--- src/shared/mirror_ctrl_pkg.sv ---
// package: register map, field layout and reset values of the mirror mode control block
package mirror_ctrl_pkg;

    localparam logic [11:0] ADDR_CTRL      = 12'h000;
    localparam logic [11:0] ADDR_SW_VALUE  = 12'h004;
    localparam logic [11:0] ADDR_EFFECTIVE = 12'h008;
    localparam logic [11:0] ADDR_ROW_MODE  = 12'h00c;
    localparam logic [11:0] ADDR_ROW_ADDR  = 12'h010;
    localparam logic [11:0] ADDR_BLK_MODE  = 12'h014;
    localparam logic [11:0] ADDR_BLK_ADDR  = 12'h018;
    localparam logic [11:0] ADDR_TOGGLE    = 12'h01c;
    localparam logic [11:0] ADDR_GP_OUT    = 12'h020;
    localparam logic [11:0] ADDR_LOAD_ROW  = 12'h024;
    localparam logic [11:0] ADDR_PATTERN   = 12'h028;
    localparam logic [11:0] ADDR_STATUS    = 12'h02c;

    // ctrl register bits
    localparam int CTRL_OVERRIDE_BIT = 0;
    localparam int CTRL_TEST_EN_BIT  = 1;
    localparam int CTRL_SCRIPT_BIT   = 2;   // write-one pulse: script start
    localparam int CTRL_PARK_BIT     = 3;   // write-one: power park request

    // switch bank bit positions (position n sits at bit n-1)
    localparam int SW_FLOAT     = 0;
    localparam int SW_HALT      = 1;
    localparam int SW_COMPL     = 2;
    localparam int SW_FLIP      = 3;
    localparam int SW_RST_LSB   = 4;
    localparam int SW_RST_MSB   = 5;
    localparam int SW_ROW_SELECT_ADDRESS   = 6;
    localparam int SW_WATCHDOG  = 7;

    // reset type codes
    localparam logic [1:0] RST_SINGLE = 2'h0;
    localparam logic [1:0] RST_DUAL   = 2'h1;
    localparam logic [1:0] RST_GLOBAL = 2'h2;
    localparam logic [1:0] RST_QUAD   = 2'h3;

    localparam logic [7:0] SW_VALUE_RESET = 8'h00;
    localparam logic [1:0] ROW_MODE_RESET = 2'h0;
    localparam logic [1:0] BLK_MODE_RESET = 2'h0;
    localparam int         ROW_ADDR_W     = 11;
    localparam int         BLK_ADDR_W     = 4;
    localparam int         PATTERN_W      = 3;
    localparam logic [2:0] PATTERN_COUNT  = 3'h7;  // stored patterns 0..6, code 7 = all
    localparam logic [2:0] PATTERN_ALL    = 3'h7;
    localparam int         ROW_WORDS      = 4;     // 16-bit words across the row bus
    localparam int         ROW_W          = 16 * ROW_WORDS;
    localparam int         DWELL_CYCLES   = 4000;  // round-robin dwell per pattern
    localparam logic [11:0] DWELL_LAST    = 12'(DWELL_CYCLES - 1);

    typedef struct packed {
        logic       float_all;
        logic       counter_halt;
        logic       complement;
        logic       ns_flip;
        logic [1:0] reset_type;
        logic       row_addr_mode;
        logic       watchdog_en;
    } mode_s;

    typedef struct packed {
        logic [1:0]            row_load_mode;
        logic [ROW_ADDR_W-1:0] row_select_address;
        logic [1:0]            block_op_mode;
        logic [BLK_ADDR_W-1:0] block_select_address;
    } addr_s;

    function automatic mode_s decode_switches(input logic [7:0] sw);
        mode_s m;
        m.float_all     = sw[SW_FLOAT];
        m.counter_halt  = sw[SW_HALT];
        m.complement    = sw[SW_COMPL];
        m.ns_flip       = sw[SW_FLIP];
        m.reset_type    = {sw[SW_RST_MSB], sw[SW_RST_LSB]};
        m.row_addr_mode = sw[SW_ROW_SELECT_ADDRESS];
        m.watchdog_en   = sw[SW_WATCHDOG];
        return m;
    endfunction

endpackage

--- src/design/mirror_mode_ctrl.sv ---
// mirror array controller mode control with apb register access
`timescale 1ns/1ps
`default_nettype none

module mirror_mode_ctrl
(
    input  wire logic                                    pclk,
    input  wire logic                                    presetn,
    input  wire logic                                    psel,
    input  wire logic                                    penable,
    input  wire logic                                    pwrite,
    input  wire logic [11:0]                             paddr,
    input  wire logic [31:0]                             pwdata,
    output logic      [31:0]                             prdata,
    output logic                                         pready,
    output logic                                         pslverr,
    input  wire logic [7:0]                              mode_switch_bank,
    output mirror_ctrl_pkg::mode_s                       mode_out,
    output mirror_ctrl_pkg::addr_s                       addr_out,
    output logic                                         power_park_request,
    output logic                                         test_pattern_mode,
    output logic [mirror_ctrl_pkg::PATTERN_W-1:0]        pattern_index,
    output logic [mirror_ctrl_pkg::ROW_W-1:0]            row_data,
    output logic                                         row_load_strobe,
    output logic                                         general_out_0,
    output logic                                         general_out_1,
    output logic                                         general_out_2
);

    logic        wr_en;
    logic        rd_en;
    logic        addr_hit;
    logic        rd_wait_ff;
    logic [7:0]  sw_ff;
    logic [7:0]  sw_value_ff;
    logic [7:0]  toggle_ff;
    logic        override_ff;
    logic        test_en_ff;
    logic        park_ff;
    logic [2:0]  gp_ff;
    logic [2:0]  pattern_sel_ff;
    logic [2:0]  rr_ff;
    logic [11:0] dwell_ff;
    logic [15:0] row_word_ff;
    logic        row_load_ff;
    logic [7:0]  eff_bits;
    mirror_ctrl_pkg::mode_s mode_ff;
    mirror_ctrl_pkg::addr_s addr_ff;

    // writes finish in their first access cycle; reads take one wait state so
    // that prdata comes from a flip-flop and already stands when pready is high
    assign wr_en   = psel && penable && pwrite;
    assign rd_en   = psel && penable && !pwrite;
    assign pready  = !rd_en || rd_wait_ff;
    assign pslverr = psel && penable && !addr_hit;

    always_comb
    begin
        unique case (paddr)
            mirror_ctrl_pkg::ADDR_CTRL, mirror_ctrl_pkg::ADDR_SW_VALUE,
            mirror_ctrl_pkg::ADDR_EFFECTIVE, mirror_ctrl_pkg::ADDR_ROW_MODE,
            mirror_ctrl_pkg::ADDR_ROW_ADDR, mirror_ctrl_pkg::ADDR_BLK_MODE,
            mirror_ctrl_pkg::ADDR_BLK_ADDR, mirror_ctrl_pkg::ADDR_TOGGLE,
            mirror_ctrl_pkg::ADDR_GP_OUT, mirror_ctrl_pkg::ADDR_LOAD_ROW,
            mirror_ctrl_pkg::ADDR_PATTERN, mirror_ctrl_pkg::ADDR_STATUS:
                addr_hit = 1'b1;
            default:
                addr_hit = 1'b0;
        endcase
    end

    // high for the second access cycle of a read only; drops at its closing edge
    always_ff @(posedge pclk or negedge presetn)
    begin
        if (!presetn)
            rd_wait_ff <= 1'b0;
        else
            rd_wait_ff <= rd_en && !rd_wait_ff;
    end

    // switch bank sampled once per clock, inputs are synchronous
    always_ff @(posedge pclk or negedge presetn)
    begin
        if (!presetn)
            sw_ff <= mirror_ctrl_pkg::SW_VALUE_RESET;
        else
            sw_ff <= mode_switch_bank;
    end

    always_ff @(posedge pclk or negedge presetn)
    begin
        if (!presetn)
        begin
            override_ff <= 1'b0;
            sw_value_ff <= mirror_ctrl_pkg::SW_VALUE_RESET;
        end
        else if (wr_en && paddr == mirror_ctrl_pkg::ADDR_CTRL)
            override_ff <= pwdata[mirror_ctrl_pkg::CTRL_OVERRIDE_BIT];
        else if (wr_en && paddr == mirror_ctrl_pkg::ADDR_SW_VALUE)
            sw_value_ff <= pwdata[7:0];
    end

    // toggle mask: each written one flips that mode input once
    always_ff @(posedge pclk or negedge presetn)
    begin
        if (!presetn)
            toggle_ff <= 8'h00;
        else if (wr_en && paddr == mirror_ctrl_pkg::ADDR_TOGGLE)
            toggle_ff <= toggle_ff ^ pwdata[7:0];
        else if (wr_en && (paddr == mirror_ctrl_pkg::ADDR_SW_VALUE
                           || paddr == mirror_ctrl_pkg::ADDR_CTRL))
            toggle_ff <= 8'h00;
    end

    always_comb
    begin
        eff_bits = override_ff ? sw_value_ff : sw_ff;
        eff_bits = eff_bits ^ toggle_ff;
    end

    // registered mode outputs; watchdog forces the reset type to RST_SINGLE (code 0)
    always_ff @(posedge pclk or negedge presetn)
    begin
        if (!presetn)
            mode_ff <= '0;
        else
        begin
            mode_ff <= mirror_ctrl_pkg::decode_switches(eff_bits);
            if (eff_bits[mirror_ctrl_pkg::SW_WATCHDOG])
                mode_ff.reset_type <= mirror_ctrl_pkg::RST_SINGLE;
        end
    end

    // direct set writes, applied on the accepting edge with no queueing
    always_ff @(posedge pclk or negedge presetn)
    begin
        if (!presetn)
        begin
            addr_ff.row_load_mode        <= mirror_ctrl_pkg::ROW_MODE_RESET;
            addr_ff.row_select_address   <= '0;
            addr_ff.block_op_mode        <= mirror_ctrl_pkg::BLK_MODE_RESET;
            addr_ff.block_select_address <= '0;
        end
        else if (wr_en)
        begin
            unique case (paddr)
                mirror_ctrl_pkg::ADDR_ROW_MODE:
                    addr_ff.row_load_mode <= pwdata[1:0];
                mirror_ctrl_pkg::ADDR_ROW_ADDR:
                    addr_ff.row_select_address <= pwdata[mirror_ctrl_pkg::ROW_ADDR_W-1:0];
                mirror_ctrl_pkg::ADDR_BLK_MODE:
                    addr_ff.block_op_mode <= pwdata[1:0];
                mirror_ctrl_pkg::ADDR_BLK_ADDR:
                    addr_ff.block_select_address <= pwdata[mirror_ctrl_pkg::BLK_ADDR_W-1:0];
                default:
                    addr_ff <= addr_ff;
            endcase
        end
    end

    // park latches; only presetn (application logic reset) releases it
    always_ff @(posedge pclk or negedge presetn)
    begin
        if (!presetn)
            park_ff <= 1'b0;
        else if (wr_en && paddr == mirror_ctrl_pkg::ADDR_CTRL
                 && pwdata[mirror_ctrl_pkg::CTRL_PARK_BIT])
            park_ff <= 1'b1;
    end

    // script start wins over a simultaneous test-mode enable
    always_ff @(posedge pclk or negedge presetn)
    begin
        if (!presetn)
            test_en_ff <= 1'b0;
        else if (wr_en && paddr == mirror_ctrl_pkg::ADDR_CTRL)
            test_en_ff <= pwdata[mirror_ctrl_pkg::CTRL_TEST_EN_BIT]
                          && !pwdata[mirror_ctrl_pkg::CTRL_SCRIPT_BIT];
    end

    always_ff @(posedge pclk or negedge presetn)
    begin
        if (!presetn)
            gp_ff <= 3'h0;
        else if (wr_en && paddr == mirror_ctrl_pkg::ADDR_GP_OUT)
            gp_ff <= pwdata[2:0];
    end

    always_ff @(posedge pclk or negedge presetn)
    begin
        if (!presetn)
            pattern_sel_ff <= 3'h0;
        else if (wr_en && paddr == mirror_ctrl_pkg::ADDR_PATTERN)
            pattern_sel_ff <= pwdata[mirror_ctrl_pkg::PATTERN_W-1:0];
    end

    // round-robin walker; counter halt freezes it on the current pattern
    always_ff @(posedge pclk or negedge presetn)
    begin
        if (!presetn)
        begin
            rr_ff    <= 3'h0;
            dwell_ff <= 12'h000;
        end
        else if (test_en_ff && pattern_sel_ff == mirror_ctrl_pkg::PATTERN_ALL
                 && !mode_ff.counter_halt)
        begin
            if (dwell_ff == mirror_ctrl_pkg::DWELL_LAST)
            begin
                dwell_ff <= 12'h000;
                rr_ff    <= (rr_ff == mirror_ctrl_pkg::PATTERN_COUNT - 3'h1)
                            ? 3'h0 : rr_ff + 3'h1;
            end
            else
                dwell_ff <= dwell_ff + 12'h001;
        end
    end

    // one row per command: host word repeated across the full row width
    always_ff @(posedge pclk or negedge presetn)
    begin
        if (!presetn)
        begin
            row_word_ff <= 16'h0000;
            row_load_ff <= 1'b0;
        end
        else
        begin
            row_load_ff <= wr_en && paddr == mirror_ctrl_pkg::ADDR_LOAD_ROW;
            if (wr_en && paddr == mirror_ctrl_pkg::ADDR_LOAD_ROW)
                row_word_ff <= pwdata[15:0];
        end
    end

    always_ff @(posedge pclk or negedge presetn)
    begin
        if (!presetn)
            prdata <= 32'h0000_0000;
        else if (rd_en && !rd_wait_ff)
        begin
            unique case (paddr)
                mirror_ctrl_pkg::ADDR_CTRL:
                    prdata <= {28'h0, park_ff, 1'b0, test_en_ff, override_ff};
                mirror_ctrl_pkg::ADDR_SW_VALUE:  prdata <= {24'h0, sw_value_ff};
                mirror_ctrl_pkg::ADDR_EFFECTIVE: prdata <= {24'h0, eff_bits};
                mirror_ctrl_pkg::ADDR_ROW_MODE:
                    prdata <= {30'h0, addr_ff.row_load_mode};
                mirror_ctrl_pkg::ADDR_ROW_ADDR:
                    prdata <= {21'h0, addr_ff.row_select_address};
                mirror_ctrl_pkg::ADDR_BLK_MODE:
                    prdata <= {30'h0, addr_ff.block_op_mode};
                mirror_ctrl_pkg::ADDR_BLK_ADDR:
                    prdata <= {28'h0, addr_ff.block_select_address};
                mirror_ctrl_pkg::ADDR_TOGGLE:    prdata <= {24'h0, toggle_ff};
                mirror_ctrl_pkg::ADDR_GP_OUT:    prdata <= {29'h0, gp_ff};
                mirror_ctrl_pkg::ADDR_LOAD_ROW:  prdata <= {16'h0, row_word_ff};
                mirror_ctrl_pkg::ADDR_PATTERN:   prdata <= {29'h0, pattern_sel_ff};
                mirror_ctrl_pkg::ADDR_STATUS:
                    prdata <= {24'h0, mode_ff};
                default:                         prdata <= 32'h0000_0000;
            endcase
        end
    end

    // prdata is loaded at the first access edge and held through the wait state,
    // so the value taken with pready is never one that is still changing
    assign mode_out           = mode_ff;
    assign addr_out           = addr_ff;
    assign power_park_request = park_ff;
    assign test_pattern_mode  = test_en_ff;
    assign pattern_index      = (pattern_sel_ff == mirror_ctrl_pkg::PATTERN_ALL)
                                ? rr_ff : pattern_sel_ff;
    assign row_data           = {mirror_ctrl_pkg::ROW_WORDS{row_word_ff}};
    assign row_load_strobe    = row_load_ff;
    assign general_out_0      = gp_ff[0];
    assign general_out_1      = gp_ff[1];
    assign general_out_2      = gp_ff[2];

endmodule

`default_nettype wire

--- config.mk ---
export PLATFORM = sky130hd
export DESIGN_NAME = mirror_mode_ctrl
export DESIGN_NICKNAME = d
export VERILOG_FILES = /design/src/shared/mirror_ctrl_pkg.sv /design/src/design/mirror_mode_ctrl.sv
export SDC_FILE = /design/constraint.sdc
export NUM_CORES = 1
export LEC_CHECK = 0
export BUFFER_PORTS_ARGS = -buffer_cell sky130_fd_sc_hd__buf_2
export CORE_MARGIN = 10
export CORE_UTILIZATION = 30
export CTS_BUF_LIST = sky130_fd_sc_hd__clkbuf_8
export CTS_CLUSTER_SIZE = 25
export DETAILED_ROUTE_END_ITERATION = 10
export HOLD_SLACK_MARGIN = 0.03
export PLACE_DENSITY = 0.5
export SYNTH_ARGS = -nofsm -noshare
export SYNTH_HDL_FRONTEND = slang
export SYNTH_SLANG_ARGS = --single-unit
--- constraint.sdc ---
create_clock -name pclk -period 2.78 [get_ports pclk]
set_clock_uncertainty 0.2 [all_clocks]
set_input_delay 0.556 -clock pclk [delete_from_list [all_inputs] [get_ports pclk]]
set_output_delay 0.556 -clock pclk [all_outputs]
set_load 0.01 [all_outputs]
# After elaboration in Yosys (flattened, before gate mapping)
# Index checks and enable logic that the tools add are counted.
[classes]
bitwise = 3
muxes = 9
n_reduce_logical = 33
addsub = 2
n_eq_ne = 14
[ops]
columns = ["cell", "n"]
rows = [
  ["$pmux W16 S12", 1],
  ["$eq A12 B5 Y1 const B", 4],
  ["$eq A12 B6 Y1 const B", 4],
  ["$eq A12 B4 Y1 const B", 2],
  ["$mux W8", 3],
  ["$logic_and A1 B1 Y1", 16],
  ["$xor A8 B8 Y8", 2],
  ["$add A12 B1 Y12 const B", 1],
  ["$eq A12 B12 Y1 const B", 1],
  ["$eq A12 B3 Y1 const B", 1],
  ["$logic_not A12 Y1", 1],
  ["$mux W12", 1],
  ["$reduce_and A2 Y1", 6],
  ["$reduce_or A12 Y1", 1],
  ["$eq A3 B3 Y1 const B", 2],
  ["$logic_not A1 Y1", 6],
  ["$mux W3", 2],
  ["$add A3 B1 Y3 const B", 1],
  ["$logic_or A1 B1 Y1", 2],
  ["$mux W2", 1],
  ["$reduce_bool A2 Y1", 1],
  ["$mux W1", 1],
  ["$not A1 Y1", 1],
]
[word_totals]
out_inout_bits = 134
in_bits = 57
elab_cells = 86
regBits = 125

# Longest topological paths before layout
# Gate-level depths: netlist (run 1).
[depth]
depth_word = 5
ltp_mapped = 7
mapped_depth_nobuf = 6

# Worst setup path before layout (run 1)
# OpenSTA, ideal clock, no wires.
[synth_timing]
path_kind = "input port to flip-flop"
from = "input port paddr[7]"
to = "register row_word_ff[10]"
arrival_ps = 2230
required_time_ps = 2455
setup_time_ps = 125
stages = 5
path_buffers = 1
setup_slack_ps = 225
cell_sequence = "nor4_1 nand2_1 nor4_4 buf_6 mux2_2"
[synth_via]
elab_chain_len = 2
[synth_lines]
columns = ["item", "line", "source"]
rows = [
  ["start, declared", "mirror_mode_ctrl.sv:12", "input wire logic [11:0] paddr,"],
  ["$eq A12 B6 Y1", "mirror_mode_ctrl.sv:230", "if (wr_en && paddr == mirror_ctrl_pkg::ADDR_LOAD_ROW)"],
  ["$logic_and A1 B1 Y1", "mirror_mode_ctrl.sv:230", ""],
  ["end signal, assigned", "mirror_mode_ctrl.sv:231", "row_word_ff <= pwdata[15:0];"],
  ["end, declared", "mirror_mode_ctrl.sv:44", "logic [15:0] row_word_ff;"],
]
# No other way between the ends.
# A chain may end at the register's enable or synchronous reset.

# Worst setup path in the final report (run 1)
[layout_timing]
from = "input port paddr[7]"
to = "output port pslverr"
[layout_via]
elab_chain_len = 5
elab_cells_between_ends = 16
classes_between = "11 x eq/ne; 1 x mux; 4 x reduce/logical"
[layout_lines]
columns = ["item", "line", "source"]
rows = [
  ["$eq A12 B3 Y1, or another cell as far along", "mirror_mode_ctrl.sv:59", "unique case (paddr)"],
  ["$reduce_or A12 Y1 (*)", "mirror_mode_ctrl.sv:59", ""],
  ["$mux W1 (*)", "mirror_mode_ctrl.sv:59", ""],
  ["$logic_not A1 Y1 (*)", "mirror_mode_ctrl.sv:55", "assign pslverr = psel && penable && !addr_hit;"],
  ["$logic_and A1 B1 Y1 (*)", "mirror_mode_ctrl.sv:55", ""],
  ["end, declared", "mirror_mode_ctrl.sv:16", "output logic pslverr,"],
]
# Mark *: on every way between the ends. The rest lies on a longest branch, timed or not.

==> results.md, run 1 <==
* Gr usage total at 14.2%
* Final hold viol count at 0
* Simple-gate share of the synthesized area at 13.9%
* Clock transition at path regs at 0.10 ns
* Grt total ovfl at 0
* Finished Core Util at 36.5%
* Clock Root Buffer: clkbuf_8
* Fin crit share at 96.9%
* CTS buffer count at 9
* Fin. max-slew vios at 0
* Leak at 3.52 nW
* Synth area leader: dfrtp_1
* Syn Std Cell Area at 5680 um2
* Unique masters post-synth at 62
* CTS tree: done
* Global-route wire length before repair at 27000 um
* Crit path capture type: primary output
* Final instance area at 6810 um2
* Largest family of logic cells by synthesized area: multiplexers
* DP Wirelength at 14200 um
* Synth Area in XOR/XNOR at 2.00%
* Upper clock frequency limit at 371 MHz
* Post-synthesis cell count at 523
* Worst-path fanout max at 5
* Area Growth Syn to Fin at 19.9%
* Starting density of the core at 30.5%
* Yosys reg bits at 109
* Dpl cell area at 6580 um2
* Worst-Skew Late Latency at 0.39 ns
* Final WS setup at 0.0857 ns
* DRT iter0 DRCs at 236
* Vias in the first global route at 4651
* Async SR Flop Fraction at 100%
* Mux contribution to synthesized area at 14.7%
* Worst setup path class: in2out
* Pin count of the biggest net entering global routing at 70
* I/O pin cnt at 191
* Startpoint class of the critical path: input port
* Adder-cell share of the synthesized area at 0.220%
* Synth area leaders: dfrtp_1 (48%), buf_4 (8.6%), mux2_2 (7.9%)
* Die area at 24800 um2
* Status: finished, final reports clean
* Flip-flop and latch area at 2730 um2
* H-tree depth at 3
* Port Buffers at 158
* Initial antenna violation count at 0
* Fin crit period at 2.69 ns
* Pre-CTS setup slack at -0.0889 ns
* Post-synthesis compound-gate area fraction at 10.5%
* Detailed Route WL at 18300 um
* Sequential element share of the synthesized area at 48.0%
* Max Cap Viol at 0
* Drt first pass iters at 5
* Top cell type's share of synthesized area at 48.0%
* Via count at 4531
* Worst vdd ir at 0.000185 V
* Worst min path class: in2reg
* Layout cells sized above 1 at 41.4%
* EDFF count, synth at 0
* Wire length per cell at 20.2 um
* Area of the core at 18600 um2
* Number of placement rows at 50
* Main synth FF type: dfrtp_1
* CTS max path bufs at 2
* Filler Cell Count at 1889
* Antenna viol nets, final at 0
* Routability Congestion at 0.878
* WP data required at 2.02 ns
* Die Ht at 158 um
* Ys Warns at 0
* Worst path arrival time at 1.94 ns
* Drt drc at 0
* Mean Syn Cell Area at 10.9 um2
* Multi-input gate area at 2410 um2
* CTS sink count at 109
* # diodes at 0
* Worst Tran Pin Value at 0.624 ns
* Die Wd at 158 um
* Final nets at 725
* Pwr dens at 432 nW/um2
* Vias per std cell at 5.00
* # setup viols final at 0
* Slew HR at 58.4%
* Unrepaired setup endpoints after global routing: no
## area by class of cell
cell class              instances  share of cell area [%]
inverters                       7                   0.386
repair buffers                201                    16.6
multi-input cells             339                    35.4
clock inverters                 5                    1.08
clock buffers                  11                    2.22
well taps                     234                    4.30
flip-flops and latches        109                    40.0
## kinds of logic after synthesis
group                      after synthesis
and+or+nand+nor                        151
DFF                                    109
buffers and inverters                   90
AOI/OAI and AO/OA                       89
muxes                                   69
xor gates and xnor gates                13
adders and majority gates                1
other                                    1
## report_power, final
group	switching, mW	internal [mW]
clock	0.545	0.551
combinational	0.151	0.0780
sequential	0.0139	1.61
## registers in the layout, indices dropped and copies added, names as in the netlist
signal / flops
dwell_ff: 12
sw_value_ff: 8
power_park_request: 1
row_load_strobe: 1
mode_out: 8
toggle_ff: 8
prdata: 16
addr_out: 19
override_ff: 1
test_pattern_mode: 1
pattern_sel_ff: 3
row_word_ff: 16
rd_wait_ff: 1
gp_ff: 3
sw_ff: 8
rr_ff: 3
## synth_stat cells (2+ instances only)
cell / count
mux2_2: 40
buf_2: 3
o21ai_0: 32
a21oi_1: 7
nor4_4: 2
xnor2_1: 9
mux2i_1: 9
mux4_2: 3
nor4_1: 8
or4_1: 4
xor2_1: 4
nor3_1: 5
a211o_1: 2
a22oi_1: 9
inv_1: 7
a31oi_1: 4
a32oi_1: 5
mux2_1: 7
nor2b_1: 4
nand3_1: 14
nor2_1: 36
and2_1: 3
a21o_1: 3
buf_4: 65
a22o_1: 8
nand4_1: 8
buf_1: 2
nand3b_1: 2
dfrtp_1: 109
clkbuf_1: 11
nand2b_1: 4
and3_1: 3
nand2_1: 43
buf_6: 2
o31ai_1: 3
o21a_1: 2
nand4b_1: 2
mux2_4: 10
a221oi_1: 4
o21ai_1: 2
or2_2: 2
## stage by stage
step	cells	hold slack [ns]	power, mW	setup TNS (ns)
floorplan	538	0.0604	1.76	0
detailed placement	889	0.269	1.88	-0.518
finish	906	0.0649	2.94	0
global placement	889	0.263	1.88	-0.475
CTS	906	0.0386	3.00	0
global route	906	0.0461	3.07	0
## routing by layer
| metal | vias up | share of wire (%) | track usage, % |
|---|---|---|---|
| met1 | 2244 | 43 | 18.0 |
| met2 | 176 | 49 | 23.1 |
| li1 | 2090 | - | - |
| met3 | 21 | 6.8 | 3.36 |
| met4 | 0 | 1.7 | 5.21 |
| met5 | - | 0 | 0 |
## path summary, 6_finish.rpt
| kind | start | end | slack [ns] | cells past startpoint |
|---|---|---|---|---|
| max in group asynchronous | presetn | prdata[2] | 1.17 | 3 |
| worst min register to register | prdata[6] | prdata[6] | 0.29 | 1 |
| worst max register to register | rd_wait_ff | prdata[15] | 0.65 | 6 |
| worst min-delay path | mode_switch_bank[2] | sw_ff[2] | 0.06 | 1 |
| worst max-delay path | paddr[7] | pslverr | 0.09 | 5 |
| min in group asynchronous | presetn | sw_value_ff[5] | 0.47 | 2 |
## layout by cell type, fill, tap and decap left out, drive strengths merged, types with 3 or more instances in the layout
| cell | synthesis | layout |
|---|---|---|
| a21o | 3 | 3 |
| a21oi | 7 | 7 |
| a221oi | 4 | 4 |
| a22o | 8 | 8 |
| a22oi | 9 | 9 |
| a31oi | 4 | 4 |
| a32oi | 5 | 5 |
| and2 | 3 | 3 |
| and3 | 3 | 3 |
| buf | 72 | 200 |
| clkbuf | 11 | 11 |
| conb | 1 | 16 |
| dfrtp | 109 | 109 |
| inv | 7 | 8 |
| mux2 | 57 | 57 |
| mux2i | 9 | 9 |
| mux4 | 3 | 3 |
| nand2 | 44 | 44 |
| nand2b | 4 | 4 |
| nand3 | 14 | 14 |
| nand4 | 9 | 9 |
| nor2 | 37 | 37 |
| nor2b | 4 | 4 |
| nor3 | 5 | 5 |
| nor4 | 10 | 10 |
| o21ai | 34 | 34 |
| o31ai | 3 | 3 |
| or2 | 3 | 3 |
| or4 | 4 | 4 |
| xnor2 | 9 | 9 |
| xor2 | 4 | 4 |
## repair_timing
item / 4_1_cts / 5_1_grt
gates resized for setup: 0 / 0
hold buffers: 1 / 0
hold endpoints to repair: 33 / 0
buffers inserted: 0 / 0
## critical path, stage by stage
cell and delay [ns]:
buf_2 0.10, or4_1 0.67, nor2_1 0.27, a31oi_1 0.15
buf_2 0.18
Power figures use the tool's default switching activity.
==> inputs of run 2 (changes only) <==
- CORE_UTILIZATION: 30 -> 47
- PLACE_DENSITY: 0.5 -> 0.76
- TNS_END_PERCENT: not set -> 1
- clock period: 2.78 -> 2.4 ns (I/O delays scaled with it)
==> run 2 against run 1 <==
  * Combinational power grew 24%
  * Non-clock buffer count up 20
  * Via count rose by 3.5%
  * Die area fell by 32%
  * Critical path depth did not move
  * Clock power is 4% lower
  * Routed wire length shrank 9.3%
==> results.md, run 2 (synthesis gave the netlist of run 1 again) <==
* Status: finished, final reports clean
* Grt total ovfl at 0 (unchanged)
* Pre-CTS setup slack at -0.157 ns (-0.0685 ns)
* WP data required at 1.72 ns (-0.30 ns)
* Worst setup path class: in2out
* Commonest non-fill, non-tap cell in the layout: buf_2
* Placed cell count at 814 (-8.4%)
* Routability Congestion at 0.949 (+8.1%)
* Area of the core at 11900 um2 (-36%)
* Fin Hold WS at 0.110 ns (+0.0449 ns)
* Vias per std cell at 5.59 (+12%)
* CTS sink count at 109 (unchanged)
* Leak at 3.59 nW (+2.1%)
* Slew HR at 61.0% (+2.6 points)
* Worst min path class: in2reg
* Crit path capture type: primary output
* Fin. max-slew vios at 0 (unchanged)
* Starting density of the core at 47.7% (+17 points)
* Reg2reg start: dwell_ff[0]
* Detailed Route WL at 16600 um (-9.3%)
* Final nets at 745 (+2.8%)
* Die Ht at 130 um (-18%)
* Routed wl met2 at 8080 um (-9.1%)
* Pin count of the biggest net entering global routing at 42 (-40%)
* I/O pin cnt at 191 (unchanged)
* Port Buffers at 158 (unchanged)
* Initial antenna violation count at 0 (unchanged)
* Clock Root Buffer: clkbuf_8
* # setup viols final at 0 (unchanged)
* Worst-Skew Late Latency at 0.40 ns (about the same)
* Die Wd at 130 um (-18%)
* # diodes at 0 (unchanged)
* Worst Tran Pin Value at 0.579 ns (-0.0447 ns)
* CP startpoint: paddr[7]
* Area Growth Syn to Fin at 20.5%
* M1 WL at 6580 um (-16%)
* H-tree depth at 3 (unchanged)
* Startpoint class of the critical path: input port
* Antenna viol nets, final at 0 (unchanged)
* DR top layer: met4
* DP Wirelength at 13000 um (-8.7%)
* CTS max path bufs at 2 (unchanged)
* Upper clock frequency limit at 424 MHz
* Unrepaired setup endpoints after global routing: no
* Fin crit share at 98.3%
* CTS tree: done
* Number of placement rows at 40 (-20%)
* Dpl cell area at 6570 um2 (about the same)
* Final instance area at 6840 um2 (+0.48%)
* Worst path arrival time at 1.68 ns (-0.26 ns)
* Gr usage total at 19.3% (+5.1 points)
* Fin crit period at 2.36 ns
* Max reg flops at 19 (unchanged)
* CTS buffer count at 9 (unchanged)
* Setup bufs post-CTS at 0 (unchanged)
* Global-route wire length before repair at 25400 um (-6.0%)
* DRT iter0 DRCs at 465 (+97%)
* Via count at 4689 (+3.5%)
* Worst vdd ir at 0.000430 V (+130%)
* Clock transition at path regs at 0.10 ns (about the same)
* Final WS setup at 0.0411 ns (-0.0445 ns)
* Die area at 16900 um2 (-32%)
* Max Cap Viol at 0 (unchanged)
* Vias in the first global route at 4838 (+4.0%)
* Final hold viol count at 0 (unchanged)
* Pwr dens at 470 nW/um2 (+8.8%)
* Worst-path fanout max at 5 (unchanged)
* Layout cells sized above 1 at 42.2% (+0.83 points)
* Filler Cell Count at 1025 (-46%)
* HP Start: pwdata[13]
* Drt first pass iters at 5 (unchanged)
* Fin cells at 839 (-7.4%)
* Wire length per cell at 19.8 um (-2.1%)
* Commonest non-fill, non-tap cells in the layout: buf_2 (157), dfrtp_1 (109), buf_4 (53), nand2_1 (43), mux2_2 (40)
* Drt drc at 0 (unchanged)
* Met3 Wirelength at 1570 um (+26%)
[run 2: stage by stage]
| stage | setup TNS [ns] | power, mW | util, % |
|---|---|---|---|
| after CTS | 0 | 3.24 | 57.5 |
| after global routing | 0 | 3.34 | 57.5 |
| after floorplan | -0.613 | 2.04 | - |
| after detailed placement | -6.22 | 2.18 | 55.2 |
| after global placement | -4.77 | 2.17 | 55.2 |
| final | 0 | 3.22 | 57.5 |
[run 2: critical path, cell delays in order]
cell and delay (ns):
buf_2 0.11, or4_4 0.59, nor2_2 0.20, a31oi_1 0.13, buf_2 0.17
[run 2: report_power, final]
group	internal, mW	switching [mW]
logic	0.109	0.176
clock network	0.426	0.633
registers	1.86	0.0153
[run 2: timing repair]
item                       4_1_cts  5_1_grt
hold buffers                     9        0
setup endpoints to repair        1        0
hold endpoints to repair        39        0
resized for setup                2        0
[run 2: routing by layer]
layer	global-route usage, %	vias up
li1	-	2128
met1	23.0	2312
met2	31.8	216
met3	5.35	33
met4	8.86	0
met5	0	-
[run 2: layout make-up]
class                      count  area, um2  share of cell area (%)
tap                          147        184                    2.69
multi-input combinational    339       2410                    35.3
timing repair buffer         221       1310                    19.2
sequential                   109       2730                    39.9
clock inverter                 5       26.3                   0.384
clock buffer                  11        151                    2.21
inverter                       7       26.3                   0.384
[run 2: path summary, 6_finish.rpt]
| check | to | slack [ns] | cells after the start |
|---|---|---|---|
| min in group asynchronous | addr_out[7] | 0.36 | 2 |
| min | row_word_ff[13] | 0.11 | 2 |
| max in group asynchronous | row_load_strobe | 1.05 | 3 |
| min reg2reg | prdata[6] | 0.29 | 1 |
| max | pslverr | 0.04 | 5 |
| max reg2reg | dwell_ff[11] | 0.33 | 6 |
==> inputs of run 3 (changes only) <==
- ABC_AREA: not set -> 1
- CORE_UTILIZATION: 47 -> 40
- PLACE_DENSITY: 0.76 -> 0.66
==> run 3 against run 2 <==
  * First-iteration DRC count fell by 42%
  * Critical path depth up 7
  * Utilization down 10 points
  * Hold slack better by 0.0011 ns
  * Sequential cell count stayed put
  * Via count rose by 6.6%
  * Critical path type unchanged
  * Worst setup slack improved by 0.055 ns
  * Clock power increased by 11%
==> results.md, run 3 <==
* Async SR Flop Fraction at 100% (unchanged)
* Wire length per cell at 15.5 um (-22%)
* Startpoint class of the critical path: input port
* Comb pwr share at 7.3% (-1.6 points)
* Via count at 4999 (+6.6%)
* DRT iter0 DRCs at 268 (-42%)
* Pwr dens at 464 nW/um2 (-1.3%)
* I/O pin cnt at 191 (unchanged)
* Die Ht at 143 um (+10%)
* Die Wd at 143 um (+10%)
* Unrepaired setup endpoints after global routing: no
* Mean Syn Cell Area at 8.23 um2 (-24%)
* Antenna viol nets, final at 0 (unchanged)
* Most frequent cell after synthesis: nand2_1
* Initial antenna violation count at 1 (+1)
* Leak at 3.82 nW (+6.3%)
* Final hold viol count at 0 (unchanged)
* WP data required at 1.72 ns (about the same)
* Filler Cell Count at 1523 (+49%)
* Worst setup path class: in2out
* Final WS setup at 0.0957 ns (+0.0546 ns)
* Final nets at 936 (+26%)
* Post-synth top cells: nand2_1 (212), dfrtp_1 (109), buf_4 (68), inv_1 (68), nand3_1 (57)
* Area of the core at 15000 um2 (+26%)
* Grt total ovfl at 0 (unchanged)
* Crit path capture type: primary output
* Worst-path fanout max at 7 (+2)
* Clock transition at path regs at 0.10 ns (about the same)
* CTS tree: done
* Ys Warns at 0 (unchanged)
* Pre-CTS setup slack at 0.0199 ns (+0.177 ns)
* Fin. max-slew vios at 0 (unchanged)
* Detailed Route WL at 16600 um (-0.10%)
* Unique masters post-synth at 42 (-32%)
* Setup tns final at 0 ns (unchanged)
* Pin count of the biggest net entering global routing at 53 (+26%)
* Fin crit period at 2.30 ns (-0.0546 ns)
* CTS buffer count at 9 (unchanged)
* Global-route wire length before repair at 26000 um (+2.4%)
* Port Buffers at 158 (unchanged)
* Number of placement rows at 45 (+13%)
* CTS sink count at 109 (unchanged)
* Layout cells sized above 1 at 29.3% (-13 points)
* Fin crit share at 96.0% (-2.3 points)
* Worst min path class: in2reg
* Sw Share at 24.1% (-1.5 points)
* Int Power at 2.49 mW (+4.0%)
* Vias per std cell at 4.66 (-17%)
* Worst vdd ir at 0.000474 V (+10%)
* Vias in the first global route at 4897 (+1.2%)
* Worst-Skew Late Latency at 0.38 ns (-0.02 ns)
* Upper clock frequency limit at 434 MHz (+2.4%)
* NetSw at 0.789 mW (-4.3%)
* Starting density of the core at 40.5% (-7.2 points)
* Drt first pass iters at 5 (unchanged)
* # setup viols final at 0 (unchanged)
* Max Cap Viol at 0 (unchanged)
* Syn Std Cell Area at 6090 um2 (+7.2%)
* Synth area leader: dfrtp_1
* Sequential Power Share at 56.8% (-1.4 points)
* DP Wirelength at 13100 um (+1.4%)
* Routability Congestion at 0.864 (-8.9%)
* EDFF count, synth at 0 (unchanged)
* H-tree depth at 3 (unchanged)
* Yosys reg bits at 109 (unchanged)
* Commonest non-fill, non-tap cell in the layout: nand2_1
* Sequential element share of the synthesized area at 44.8% (-3.2 points)
* Total power at 3.28 mW (+1.9%)
* CTS max path bufs at 2 (unchanged)
* Worst path arrival time at 1.62 ns (-0.06 ns)
* Post-synthesis cell count at 740 (+41%)
* Clock power share at 35.9% (+3.0 points)
* Top cell type's share of synthesized area at 44.8% (-3.2 points)
* Commonest non-fill, non-tap cells in the layout: nand2_1 (212), buf_2 (157), dfrtp_1 (109), inv_1 (69), nand3_1 (57)
* Status: finished, final reports clean
* Max reg flops at 19 (unchanged)
* Main synth FF type: dfrtp_1
* Area Growth Syn to Fin at 16.1%
* Die area at 20600 um2 (+22%)
* Drt drc at 0 (unchanged)
* Synth area leaders: dfrtp_1 (45%), nand2_1 (13%), buf_4 (8.4%)
* Clock Root Buffer: clkbuf_8
* Gr usage total at 16.1% (-3.2 points)
## run 3: final cells by class
cell class,count,area (um2),area share (%)
inverters,77,293,4.14
repair buffers,192,1080,15.3
well taps,188,235,3.33
clock buffers,12,165,2.34
multi-input cells,489,2510,35.6
flip-flops and latches,109,2730,38.6
clock inverters,4,46.3,0.655
diodes,1,2.50,0.0354
## run 3: power groups by stage
stage / sequential [mW] / combinational, mW / clock, mW
6_report: 1.86 / 0.239 / 1.18
5_1_grt: 1.87 / 0.267 / 1.30
4_1_cts: 1.86 / 0.239 / 1.22
3_5_place_dp: 1.90 / 0.226 / 0
3_3_place_gp: 1.90 / 0.226 / 0
2_1_floorplan: 1.90 / 0.119 / 0
## run 3: worst paths after layout
check / cells past startpoint / end / startpoint / slack, ns
max reg2reg: 10 / prdata[7] / override_ff / 0.59
max in group asynchronous: 3 / power_park_request / presetn / 0.92
max: 12 / pslverr / paddr[9] / 0.1
min reg2reg: 2 / prdata[13] / prdata[13] / 0.29
min in group asynchronous: 2 / prdata[3] / presetn / 0.39
min: 2 / test_pattern_mode / pwdata[2] / 0.11
## run 3: layer usage
layer  vias up  global-route usage (%)  wire, um
met5         -                       0         0
met4         0                    2.63       103
met3        10                    5.18      1280
met2       138                    27.3      8100
met1      2306                    19.8      7100
li1       2545                       -         -
## run 3: stage by stage
stage / cells / hold WS (ns) / instance area [um2] / util (%)
2_1_floorplan: 755 / -0.0156 / 6140 / -
3_3_place_gp: 1046 / 0.256 / 6740 / 44.9
3_5_place_dp: 1046 / 0.265 / 6740 / 44.9
4_1_cts: 1071 / 0.0921 / 7050 / 46.9
5_1_grt: 1071 / 0.105 / 7060 / 47.0
6_report: 1072 / 0.111 / 7070 / 47.0
## run 3: logic make-up (layout without fill, tap and decap cells)
family,count (synthesis),after routing,share of synthesized area (%)
other,1,17,0.0616
buffers and inverters,157,285,15.1
adder cells (fa/ha/maj),1,1,0.205
AND/OR/NAND/NOR,361,361,28.5
flip-flops,109,109,44.8
XOR/XNOR,14,14,2.01
AO/OA/AOI/OAI,97,97,9.27
## run 3: critical path, cell delays in order
cell and delay (ns):
buf_2 0.11, nor2_4 0.14, nand2_4 0.12, inv_4 0.13
nand2_2 0.09, nor2_2 0.11, inv_1 0.06, nand2_1 0.05
nor2_1 0.04, nand3_1 0.09, nor2_2 0.05, buf_2 0.15
## run 3: what timing repair did
| action | in CTS | in global routing |
|---|---|---|
| hold buffers | 9 | 0 |
| resized for setup | 0 | 4 |
| hold endpoints to repair | 40 | 0 |
| endpoints found under the setup margin | 0 | 1 |
| setup buffers | 0 | 0 |
